===== src/hw/wsc_pkg.sv =====
// Package for the wake source control register bank
package wsc_pkg;
    // Register offsets on the serial control port
    localparam logic [6:0] INT_WAKE_CTRL_ADDR = 7'h06;
    localparam logic [6:0] EXT_WAKE_CTRL_ADDR = 7'h07;
    localparam logic [6:0] BIAS_SEL_ADDR = 7'h08;
    localparam logic [6:0] FILTER_SEL_ADDR = 7'h09;
    // Reset values after power-on or soft reset
    localparam logic [7:0] INT_WAKE_CTRL_RST = 8'h00;
    localparam logic [7:0] EXT_WAKE_CTRL_RST = 8'h07;
    localparam logic [7:0] BIAS_SEL_RST = 8'h00;
    localparam logic [7:0] FILTER_SEL_RST = 8'h00;
    // Writable bits per register, reserved bits stay zero
    localparam logic [7:0] INT_WAKE_CTRL_MASK = 8'hC4;
    localparam logic [7:0] EXT_WAKE_CTRL_MASK = 8'hA7;
    localparam logic [7:0] CFG6_MASK = 8'h3F;
    // Bits kept across a restart
    localparam logic [7:0] INT_WAKE_CTRL_KEEP = 8'hC0;
    localparam logic [7:0] EXT_WAKE_CTRL_KEEP = 8'hA7;
    // Fail-safe patterns: kept bits and forced ones
    localparam logic [7:0] EXT_WAKE_FS_KEEP = 8'hA0;
    localparam logic [7:0] EXT_WAKE_FS_SET = 8'h07;
    localparam logic [7:0] BUS_CTRL1_FS_KEEP = 8'hE0;
    localparam logic [7:0] BUS_CTRL1_FS_SET = 8'h09;
    localparam logic [7:0] BUS_CTRL2_FS_VAL = 8'h01;
    // Field positions
    localparam int SECOND_TIMER_WAKE_BIT = 7;
    localparam int FIRST_TIMER_WAKE_BIT = 6;
    localparam int WD_STOP_DISABLE_BIT = 2;
    localparam int INT_GLOBAL_BIT = 7;
    localparam int WAKE_MEAS_BIT = 5;
    // Bus mode encodings meaning wake capable
    localparam logic [1:0] CAN_WAKE_CAPABLE = 2'h1;
    localparam logic [1:0] LIN_WAKE_CAPABLE = 2'h1;
    // Bias and filter field encodings
    typedef enum logic [1:0] {
        BIAS_NONE, BIAS_PULL_DOWN, BIAS_PULL_UP, BIAS_AUTO
    } wsc_bias_t;
    typedef enum logic [1:0] {
        FLT_STATIC_16US, FLT_STATIC_64US, FLT_CYCLIC_T1, FLT_CYCLIC_T2
    } wsc_filter_t;
    // Serial frame layout, least significant bit first
    localparam logic [4:0] FRAME_ADDR_BITS = 5'h07;
    localparam logic [4:0] FRAME_BITS = 5'h10;
    // Idle levels of the port pins {data, clock, csn}
    localparam logic [2:0] SPI_PIN_IDLE = 3'h1;
    // Detected wake events, one-cycle pulses
    typedef struct packed {
        logic [2:0] wakeInput;
        logic [1:0] timer;
        logic can;
        logic lin1;
        logic lin2;
    } wsc_events_t;
    // Bus transceiver mode fields seen by this block
    typedef struct packed {
        logic [2:0] canMode;
        logic [1:0] lin1Mode;
        logic [1:0] lin2Mode;
    } wsc_bus_modes_t;
endpackage


===== src/hw/wsc_wake_regs.sv =====
// Wake source control registers with serial port and wake gating
// Notes on behaviour
// Bit 7 enables second timer cyclic wake
// Bit 6 enables first timer cyclic wake
// Reserved bits read zero, ignore writes
// Bit 2 disables watchdog in stop; hardware-updatable
// Global interrupt bit widens interrupt to status
// Measure select ignores inputs one, two
// Bits 2:0 enable wake inputs three..one
// Bus transceivers wake only when wake capable
// Fail-safe entry forces wake register patterns
// External control resets 0x07, restart keeps all bits
// Two-bit bias field per wake input
// Bias, filter clear on reset, keep on restart
// Filter register holds three two-bit fields
// Filter code selects static or cyclic filtering
// Events flag and request only when enabled
`timescale 1ns/1ps
`default_nettype none
module wsc_wake_regs
    import wsc_pkg::*;
(
    input wire logic sys_clk,
    input wire logic rst,
    input wire logic softReset,
    input wire logic restartEntry,
    input wire logic failSafeEntry,
    input wire logic normalMode,
    input wire logic spiCsn,
    input wire logic spiClk,
    input wire logic spiDataIn,
    output logic spiDataOut,
    output logic spiDataOutEn,
    input wire logic wdStopHwUpdate,
    input wire logic wdStopHwValue,
    input wire wsc_events_t events,
    input wire wsc_bus_modes_t busModes,
    input wire logic statusEvent,
    input wire logic [7:0] wakeFlagClear,
    output logic [7:0] wakeFlags,
    output logic wakeRequest,
    output logic intRequest,
    output logic [1:0] timerWakeEnable,
    output logic watchdogStopDisable,
    output logic measureActive,
    output logic [2:0] inputWakeEnable,
    output logic [5:0] inputBias,
    output logic [5:0] inputFilter,
    output logic busCtrlFailSafeLoad
);
    logic [7:0] intWakeCtrl_reg;
    logic [7:0] extWakeCtrl_reg;
    logic [7:0] biasSel_reg;
    logic [7:0] filterSel_reg;
    logic [2:0] pinIn;
    logic [2:0] sync1_reg;
    logic [2:0] sync2_reg;
    logic [2:0] sync3_reg;
    logic [2:0] pinStable_reg;
    logic [2:0] pinPrev_reg;
    logic [4:0] bitCount_reg;
    logic [15:0] shiftIn_reg;
    logic [7:0] shiftOut_reg;
    logic [7:0] readData;
    logic csnHigh;
    logic clkRise;
    logic clkFall;
    logic csnRise;
    logic writeStrobe;
    logic [6:0] frameAddr;
    logic [6:0] midAddr;
    logic [7:0] frameData;
    logic [2:0] inputEnEff;
    wsc_events_t gated;

    assign pinIn = {spiDataIn, spiClk, spiCsn};

    // Three-stage synchronisers; a change counts once stages 2 and 3 agree
    genvar gi;
    generate
        for (gi = 0; gi < 3; gi++) begin : g_sync
            always_ff @(posedge sys_clk) begin
                if (rst) begin
                    // Idle levels, so no false edge follows reset
                    sync1_reg[gi] <= SPI_PIN_IDLE[gi];
                    sync2_reg[gi] <= SPI_PIN_IDLE[gi];
                    sync3_reg[gi] <= SPI_PIN_IDLE[gi];
                    pinStable_reg[gi] <= SPI_PIN_IDLE[gi];
                    pinPrev_reg[gi] <= SPI_PIN_IDLE[gi];
                end else begin
                    sync1_reg[gi] <= pinIn[gi];
                    sync2_reg[gi] <= sync1_reg[gi];
                    sync3_reg[gi] <= sync2_reg[gi];
                    if (sync2_reg[gi] == sync3_reg[gi]) begin
                        pinStable_reg[gi] <= sync3_reg[gi];
                    end
                    pinPrev_reg[gi] <= pinStable_reg[gi];
                end
            end
        end
    endgenerate

    assign csnHigh = pinStable_reg[0];
    assign csnRise = pinStable_reg[0] & ~pinPrev_reg[0];
    assign clkRise = pinStable_reg[1] & ~pinPrev_reg[1] & ~csnHigh;
    assign clkFall = ~pinStable_reg[1] & pinPrev_reg[1] & ~csnHigh;
    assign frameAddr = shiftIn_reg[6:0];
    assign frameData = shiftIn_reg[15:8];
    // After seven bits the address has shifted into the top bits
    assign midAddr = shiftIn_reg[15:9];
    // Only a complete frame with the write bit set takes effect
    assign writeStrobe = csnRise & (bitCount_reg == FRAME_BITS)
        & shiftIn_reg[7];

    // Read mux on the mid-frame address; reserved bits read zero
    always_comb begin
        if (midAddr == INT_WAKE_CTRL_ADDR) begin
            readData = intWakeCtrl_reg;
        end else if (midAddr == EXT_WAKE_CTRL_ADDR) begin
            readData = extWakeCtrl_reg;
        end else if (midAddr == BIAS_SEL_ADDR) begin
            readData = biasSel_reg;
        end else if (midAddr == FILTER_SEL_ADDR) begin
            readData = filterSel_reg;
        end else begin
            readData = 8'h00;
        end
    end

    // Frame receive: sample on rising clock, count bits
    // Counting one past 16 marks a long frame, so it never writes
    always_ff @(posedge sys_clk) begin
        if (rst || csnHigh) begin
            bitCount_reg <= 5'h00;
            if (rst) begin
                shiftIn_reg <= 16'h0000;
            end
        end else if (clkRise && bitCount_reg <= FRAME_BITS) begin
            shiftIn_reg <= {pinStable_reg[2], shiftIn_reg[15:1]};
            bitCount_reg <= bitCount_reg + 5'h01;
        end
    end

    // Answer shifting: the addressed register goes out during data byte
    always_ff @(posedge sys_clk) begin
        if (rst) begin
            shiftOut_reg <= 8'h00;
            spiDataOut <= 1'b0;
            spiDataOutEn <= 1'b0;
        end else begin
            spiDataOutEn <= ~csnHigh;
            if (csnHigh) begin
                spiDataOut <= 1'b0;
            end else if (clkFall && bitCount_reg == FRAME_ADDR_BITS) begin
                // Address complete, the address sits in the top bits now
                shiftOut_reg <= readData;
                spiDataOut <= 1'b0;
            end else if (clkFall && bitCount_reg > FRAME_ADDR_BITS) begin
                spiDataOut <= shiftOut_reg[0];
                shiftOut_reg <= {1'b0, shiftOut_reg[7:1]};
            end
        end
    end

    // Internal wake control; hardware update of bit 2 beats a write
    always_ff @(posedge sys_clk) begin
        if (rst || softReset) begin
            intWakeCtrl_reg <= INT_WAKE_CTRL_RST;
        end else begin
            if (restartEntry) begin
                intWakeCtrl_reg <= intWakeCtrl_reg & INT_WAKE_CTRL_KEEP;
            end else if (writeStrobe && frameAddr == INT_WAKE_CTRL_ADDR) begin
                intWakeCtrl_reg <= frameData & INT_WAKE_CTRL_MASK;
            end
            if (wdStopHwUpdate) begin
                intWakeCtrl_reg[WD_STOP_DISABLE_BIT] <= wdStopHwValue;
            end
        end
    end

    // External wake control; fail-safe entry sets all three input enable bits
    always_ff @(posedge sys_clk) begin
        if (rst || softReset) begin
            extWakeCtrl_reg <= EXT_WAKE_CTRL_RST;
        end else if (failSafeEntry) begin
            extWakeCtrl_reg <= (extWakeCtrl_reg & EXT_WAKE_FS_KEEP)
                | EXT_WAKE_FS_SET;
        end else if (restartEntry) begin
            extWakeCtrl_reg <= extWakeCtrl_reg & EXT_WAKE_CTRL_KEEP;
        end else if (writeStrobe && frameAddr == EXT_WAKE_CTRL_ADDR) begin
            extWakeCtrl_reg <= frameData & EXT_WAKE_CTRL_MASK;
        end
    end

    // Bias and filter selection; a restart leaves them untouched
    always_ff @(posedge sys_clk) begin
        if (rst || softReset) begin
            biasSel_reg <= BIAS_SEL_RST;
            filterSel_reg <= FILTER_SEL_RST;
        end else if (writeStrobe && !restartEntry) begin
            if (frameAddr == BIAS_SEL_ADDR) begin
                biasSel_reg <= frameData & CFG6_MASK;
            end
            if (frameAddr == FILTER_SEL_ADDR) begin
                filterSel_reg <= frameData & CFG6_MASK;
            end
        end
    end

    // Effective input enables with the measurement override
    assign inputEnEff = extWakeCtrl_reg[2:0]
        & {1'b1, {2{~extWakeCtrl_reg[WAKE_MEAS_BIT]}}};
    always_comb begin
        gated.wakeInput = events.wakeInput & inputEnEff;
        gated.timer = events.timer
            & {intWakeCtrl_reg[SECOND_TIMER_WAKE_BIT],
               intWakeCtrl_reg[FIRST_TIMER_WAKE_BIT]};
        gated.can = events.can
            & (busModes.canMode[1:0] == CAN_WAKE_CAPABLE);
        gated.lin1 = events.lin1 & (busModes.lin1Mode == LIN_WAKE_CAPABLE);
        gated.lin2 = events.lin2 & (busModes.lin2Mode == LIN_WAKE_CAPABLE);
    end

    // Sticky wake flags; a new event wins over a clear
    always_ff @(posedge sys_clk) begin
        if (rst || softReset) begin
            wakeFlags <= 8'h00;
        end else begin
            wakeFlags <= (wakeFlags & ~wakeFlagClear) | gated;
        end
    end

    // Requests: wake on any gated event, interrupt widened by global bit
    always_ff @(posedge sys_clk) begin
        if (rst) begin
            wakeRequest <= 1'b0;
            intRequest <= 1'b0;
            busCtrlFailSafeLoad <= 1'b0;
        end else begin
            wakeRequest <= |gated;
            intRequest <= (|gated) | (statusEvent
                & extWakeCtrl_reg[INT_GLOBAL_BIT]);
            busCtrlFailSafeLoad <= failSafeEntry;
        end
    end

    // Configuration outputs, registered; measure gated by normal mode, input enables after the override
    always_ff @(posedge sys_clk) begin
        if (rst) begin
            timerWakeEnable <= 2'h0;
            watchdogStopDisable <= 1'b0;
            measureActive <= 1'b0;
            inputWakeEnable <= 3'h0;
            inputBias <= 6'h00;
            inputFilter <= 6'h00;
        end else begin
            timerWakeEnable <= {intWakeCtrl_reg[SECOND_TIMER_WAKE_BIT],
                intWakeCtrl_reg[FIRST_TIMER_WAKE_BIT]};
            watchdogStopDisable <= intWakeCtrl_reg[WD_STOP_DISABLE_BIT];
            measureActive <= extWakeCtrl_reg[WAKE_MEAS_BIT] & normalMode;
            inputWakeEnable <= inputEnEff;
            inputBias <= biasSel_reg[5:0];
            inputFilter <= filterSel_reg[5:0];
        end
    end
endmodule // wsc_wake_regs
`default_nettype wire


===== config.mk =====
export PLATFORM = sky130hd
export DESIGN_NAME = wsc_wake_regs
export DESIGN_NICKNAME = d
export VERILOG_FILES = /design/src/hw/wsc_pkg.sv /design/src/hw/wsc_wake_regs.sv
export SDC_FILE = /design/constraint.sdc
export NUM_CORES = 1
export LEC_CHECK = 0
export ABC_AREA = 1
export BUFFER_PORTS_ARGS = -buffer_cell sky130_fd_sc_hd__buf_2
export CORE_MARGIN = 1
export CORE_UTILIZATION = 35
export CTS_BUF_LIST = sky130_fd_sc_hd__clkbuf_8
export DETAILED_ROUTE_END_ITERATION = 8
export PLACE_DENSITY_LB_ADDON = 0.08
export REMOVE_ABC_BUFFERS = 1
export SETUP_SLACK_MARGIN = 0.02
export SLEW_MARGIN = 40
export SYNTH_ARGS = -nofsm -noshare
export SYNTH_HDL_FRONTEND = slang
export SYNTH_SLANG_ARGS = --single-unit
export TNS_END_PERCENT = 1

===== constraint.sdc =====
create_clock -name sys_clk -period 4 [get_ports sys_clk]
set_input_delay 0 -clock sys_clk [delete_from_list [all_inputs] [get_ports sys_clk]]
set_output_delay 0 -clock sys_clk [all_outputs]
set_load 0.01 [all_outputs]

Word level (Yosys, flattened, before mapping)
Index checks and enable logic that the tools add are counted.
{"block": "classes", "add_sub_neg": 1, "reduce_logical": 22, "n_eq_ne": 17, "n_bitwise": 26, "mux": 12, "order_cmp": 2}
{"op": "2-to-1 mux 16 bit", "count": 3}
{"op": "2-to-1 mux 8 bit", "count": 4}
{"op": "equality test 7 x 3 -> 1 bit (second input constant)", "count": 4}
{"op": "equality test 7 x 4 -> 1 bit (second input constant)", "count": 4}
{"op": "bitwise AND 1 bit", "count": 12}
{"op": "2-to-1 mux 6 bit", "count": 2}
{"op": "AND reduction 2 bit", "count": 6}
{"op": "bitwise AND 8 bit", "count": 1}
{"op": "inverter 8 bit", "count": 1}
{"op": "bitwise OR 8 bit", "count": 1}
{"op": "OR reduction 8 bit", "count": 1}
{"op": "inverter 1 bit", "count": 7}
{"op": "bitwise AND 3 bit", "count": 2}
{"op": "equality test 2 x 1 -> 1 bit (second input constant)", "count": 3}
{"op": "logical AND 1 bit", "count": 6}
{"op": "2-to-1 mux 3 bit", "count": 2}
{"op": "adder 5 x 1 -> 5 bit (second input constant)", "count": 1}
{"op": "equality test 5 x 3 -> 1 bit (second input constant)", "count": 1}
{"op": "equality test 5 bit (second input constant)", "count": 1}
{"op": "> comparator 5 x 3 -> 1 bit (second input constant)", "count": 1}
{"op": "<= comparator 5 bit (second input constant)", "count": 1}
{"op": "nonzero test 2 bit", "count": 2}
{"op": "equality test 1 bit", "count": 3}
{"op": "AND reduction 3 bit", "count": 1}
{"op": "9 further kinds", "count": 10}
{"block": "totals", "in_bits": 35, "reg_bits": 95, "word_cells": 115, "output_inout_bits": 32}

Longest topological paths before layout
{"block": "logic_depth", "depth_word": 8, "mapped_depth": 8, "ltp_nobuf": 8}

Worst setup path after synthesis
Ideal clock, no wire load.
{"block": "synth_path", "path_type": "register to register", "start": "register bitCount_reg[0]", "end": "register shiftIn_reg[0], enable pin", "slack_ns": 2.395, "setup_ns": 0.363, "arrival_ns": 1.243, "required_time_ns": 3.637, "stages_incl_launch_ff": 7, "synth_period_minus_slack_ns": 1.605, "path_cell_list": "dfxtp_1 inv_1 ha_1 nand3_1 nand2_1 nand2_1 nand2_1"}
{"block": "synth_via", "elab_chain_cells": 4}
{"item": "start, declared", "line": "wsc_wake_regs.sv:61", "text": "logic [4:0] bitCount_reg;"}
{"item": "start signal, assigned", "line": "wsc_wake_regs.sv:140", "text": "bitCount_reg <= bitCount_reg + 5'h01;"}
{"item": "<= comparator 5 bit", "line": "wsc_wake_regs.sv:138", "text": "end else if (clkRise && bitCount_reg <= FRAME_BITS) begin"}
{"item": "logical AND 1 bit", "line": "wsc_wake_regs.sv:138"}
{"item": "nonzero test 2 bit (no line)"}
{"item": "AND reduction 2 bit (no line)"}
{"item": "end signal, assigned", "line": "wsc_wake_regs.sv:139", "text": "shiftIn_reg <= {pinStable_reg[2], shiftIn_reg[15:1]};"}
{"item": "end, declared", "line": "wsc_wake_regs.sv:62", "text": "logic [15:0] shiftIn_reg;"}
Every way passes these cells.
A chain may end at the register's enable or synchronous reset.

Worst setup path after layout
{"block": "layout_path", "start": "register bitCount_reg[0]", "end": "register shiftIn_reg[9], enable pin"}
The elaborated chain is that of the path after synthesis.

==> results.py <==
metrics = {
    "clock_tree": {
        "clock-root-buffer": "sky130_fd_sc_hd__clkbuf_8",
        "max-clock-path-buffers": 2,
        "tritoncts_clock_tree": "yes",
        "postCtsSetupBuffers": 0,
        "cts.repair.resized": 0,
        "cts_sinks": 95,
        "cts-buffers-inserted": 9,
        "clk_pin_slew_ps": 100,
        "cts-htree-levels": 3,
        "cts.hold.buffers_added": 24,
        "clk_latency_ps": 360,
    },
    "worst_hold_path": {
        "cells_on_worst_hold_path": 4,
        "worstHoldPathType": "input port to flop",
    },
    "route": {
        "drtPass1Iterations": 4,
        "finalWirelength_um": 8010,
        "drt_drc_violations_left": 0,
        "drt_first_iter_violations": 115,
        "vias_per_cell": 4.45,
        "wire_per_inst_um": 11.6,
        "via_count": 3065,
        "antenna_left": 0,
    },
    "power_and_ir_drop": {
        "p_leak_uw": 0.00198,
        "ir_drop_uv": 191,
        "power_density_nw_per_um2": 364,
    },
    "floorplan": {
        "rows": 36,
        "initial_core_util": 0.367,
        "chipHeight_um": 104,
        "design.die.area_um2": 10900,
        "floorplan.core_area_um2": 9950,
        "chipWidth_um": 104,
        "ios": 67,
    },
    "finish": {
        "max_reg_flops": 16,
        "post_layout_nets": 587,
        "area_growth_syn_to_layout_pct": 23.7,
        "layout-drive-gt1-share": 0.169,
        "commonest_non_fill_non_tap_cells_in_the_layout": "sky130_fd_sc_hd__nor2_1, sky130_fd_sc_hd__dfxtp_1, sky130_fd_sc_hd__nand2_1",
        "layout.cells.most_common": "sky130_fd_sc_hd__nor2_1",
        "n_antenna_cell": 0,
    },
    "logic_synthesis": {
        "synth-seq-area-share": 0.564,
        "synth_area_leaders": "sky130_fd_sc_hd__dfxtp_1, sky130_fd_sc_hd__edfxtp_1, sky130_fd_sc_hd__nor2_1, sky130_fd_sc_hd__nand2_1, sky130_fd_sc_hd__inv_1",
        "synth.ff_latch_count": 95,
        "synth-async-reset-ratio": 0,
        "synth.distinct_cells": 29,
        "postSynthAreaPerCell_um2": 7.98,
        "post_synthesis_instance_area_um2": 3650,
        "synthDominantCellAreaShare": 0.433,
        "synth-edff-count": 16,
        "synthFlopType": "sky130_fd_sc_hd__dfxtp_1",
        "synthCells": 458,
        "synth.yosys.warnings": 0,
        "post-synth-top-area-cell": "sky130_fd_sc_hd__dfxtp_1",
    },
    "sta": {
        "setup_slack_ps": 2070,
        "finalHoldViolations": 0,
        "final_min_period_over_clock_period": 0.482,
        "finalSetupViolCount": 0,
        "worst_pin_slew_ps": 719,
        "final.setup_skew_ps": 12.0,
        "final_max_slew_viol_count": 0,
        "grt_setup_unrepaired": "false",
        "fmax_ghz": 0.519,
        "setup-tns-final_ps": 0,
        "final.min_clock_period_ps": 1930,
        "timing.max_slew.rel_slack": 0.521,
    },
    "critical_path": {
        "crit_path_start_kind": "flop",
        "critPathRequiredTime_ps": 3950,
        "path_max_fanout": 16,
        "worstSetupPathType": "flop to flop",
        "critical_path_at_ps": 1870,
        "critical_path.endpoint_type": "flop",
        "worstRegToRegCells": 6,
    },
    "placement": {
        "port_buffer_count": 65,
        "hpwl_um": 5660,
        "gpl.final_weighted_congestion": 0.789,
        "pre_cts_ws_ps": 1970,
    },
    "global_route": {
        "grt_start_max_net_pins": 37,
        "grt_pass1_wl_um": 13500,
        "via_count_of_the_first_global_routing_pass": 2923,
        "antenna_found_initial": 0,
        "grt_use_total": 0.156,
        "grt.overflow.total": 0,
    },
    "job": {
        "max_cap_viol_count": 0,
    },
    "status": {
        "run_status": "complete, no violations",
    },
}
-- worst max-delay path: stages, from the launching register on --
cell and delay, ps:
sky130_fd_sc_hd__dfxtp_1 360, sky130_fd_sc_hd__inv_1 80, sky130_fd_sc_hd__ha_1 200, sky130_fd_sc_hd__nand3_1 140, sky130_fd_sc_hd__nand2_1 70, sky130_fd_sc_hd__nand2_1 200
sky130_fd_sc_hd__nand2_1 470
-- where the power goes --
group	internal (µW)	total (µW)	switching, µW
sequential	985	992	7.14
clock	227	565	338
combinational	40.0	88.2	48.2
total	1250	1650	393
-- path summary, 6_finish.rpt --
| kind | start | end | slack (ps) |
|---|---|---|---|
| hold / removal | softReset | intWakeCtrl_reg[7]$_SDFFE_PP0P_ | 30 |
| hold reg to reg | sync1_reg[1]$_SDFF_PP0_ | sync2_reg[1]$_SDFF_PP0_ | 410 |
| setup / recovery | bitCount_reg[0]$_SDFFE_PP0P_ | shiftIn_reg[9]$_SDFFCE_PP0P_ | 2070 |
| setup reg to reg | bitCount_reg[0]$_SDFFE_PP0P_ | shiftIn_reg[9]$_SDFFCE_PP0P_ | 2070 |
-- cell usage after synthesis (2+ instances only) --
cell	number
sky130_fd_sc_hd__or2_2	3
sky130_fd_sc_hd__a21oi_1	29
sky130_fd_sc_hd__nand2_2	3
sky130_fd_sc_hd__nand3_2	2
sky130_fd_sc_hd__dfxtp_1	79
sky130_fd_sc_hd__clkbuf_1	3
sky130_fd_sc_hd__ha_1	2
sky130_fd_sc_hd__nand4_1	7
sky130_fd_sc_hd__buf_2	2
sky130_fd_sc_hd__inv_2	2
sky130_fd_sc_hd__o21ai_0	27
sky130_fd_sc_hd__o211ai_1	3
sky130_fd_sc_hd__nor2_1	97
sky130_fd_sc_hd__inv_1	65
sky130_fd_sc_hd__nor3_1	6
sky130_fd_sc_hd__nor2_2	2
sky130_fd_sc_hd__a211oi_1	2
sky130_fd_sc_hd__nand3_1	27
sky130_fd_sc_hd__nand2_1	71
sky130_fd_sc_hd__buf_1	2
sky130_fd_sc_hd__edfxtp_1	16
-- per-layer routing --
layer  wire (µm)  track usage  vias up
met5           0            0        -
li1            -            -     1633
met3         414       0.0313        9
met2        3720        0.266       64
met1        3770        0.199     1359
met4         105       0.0490        0
-- per-stage QoR --
| step | hold slack, ps | power, µW | cells | utilization | area, µm² |
|---|---|---|---|---|---|
| after floorplan | 69.1 | 1050 | 450 | - | 3620 |
| after global placement | 183 | 1090 | 648 | 0.413 | 4110 |
| after detailed placement | 188 | 1090 | 648 | 0.413 | 4110 |
| after CTS | 0.729 | 1670 | 688 | 0.454 | 4520 |
| after global routing | 57.1 | 1710 | 688 | 0.454 | 4520 |
| final | 30.3 | 1650 | 688 | 0.454 | 4520 |
-- area by class of cell --
cell class / count / area, µm²
inverter: 68 / 255
clock buffer: 9 / 124
fill: 1018 / 5430
tap: 133 / 166
multi-input combinational: 287 / 1300
sequential: 95 / 2060
clock inverter: 7 / 47.5
timing repair buffer: 89 / 566
-- cell families (layout without fill, tap and decap cells) --
logic type | after synthesis | in the layout | synth area share
AND/OR/NAND/NOR | 222 | 222 | 0.258
flip-flops | 95 | 95 | 0.564
buffers and inverters | 76 | 173 | 0.0798
adder cells (fa/ha/maj) | 2 | 2 | 0.00685
AO/OA/AOI/OAI | 63 | 63 | 0.0908
(Power assumes the default switching activity.)
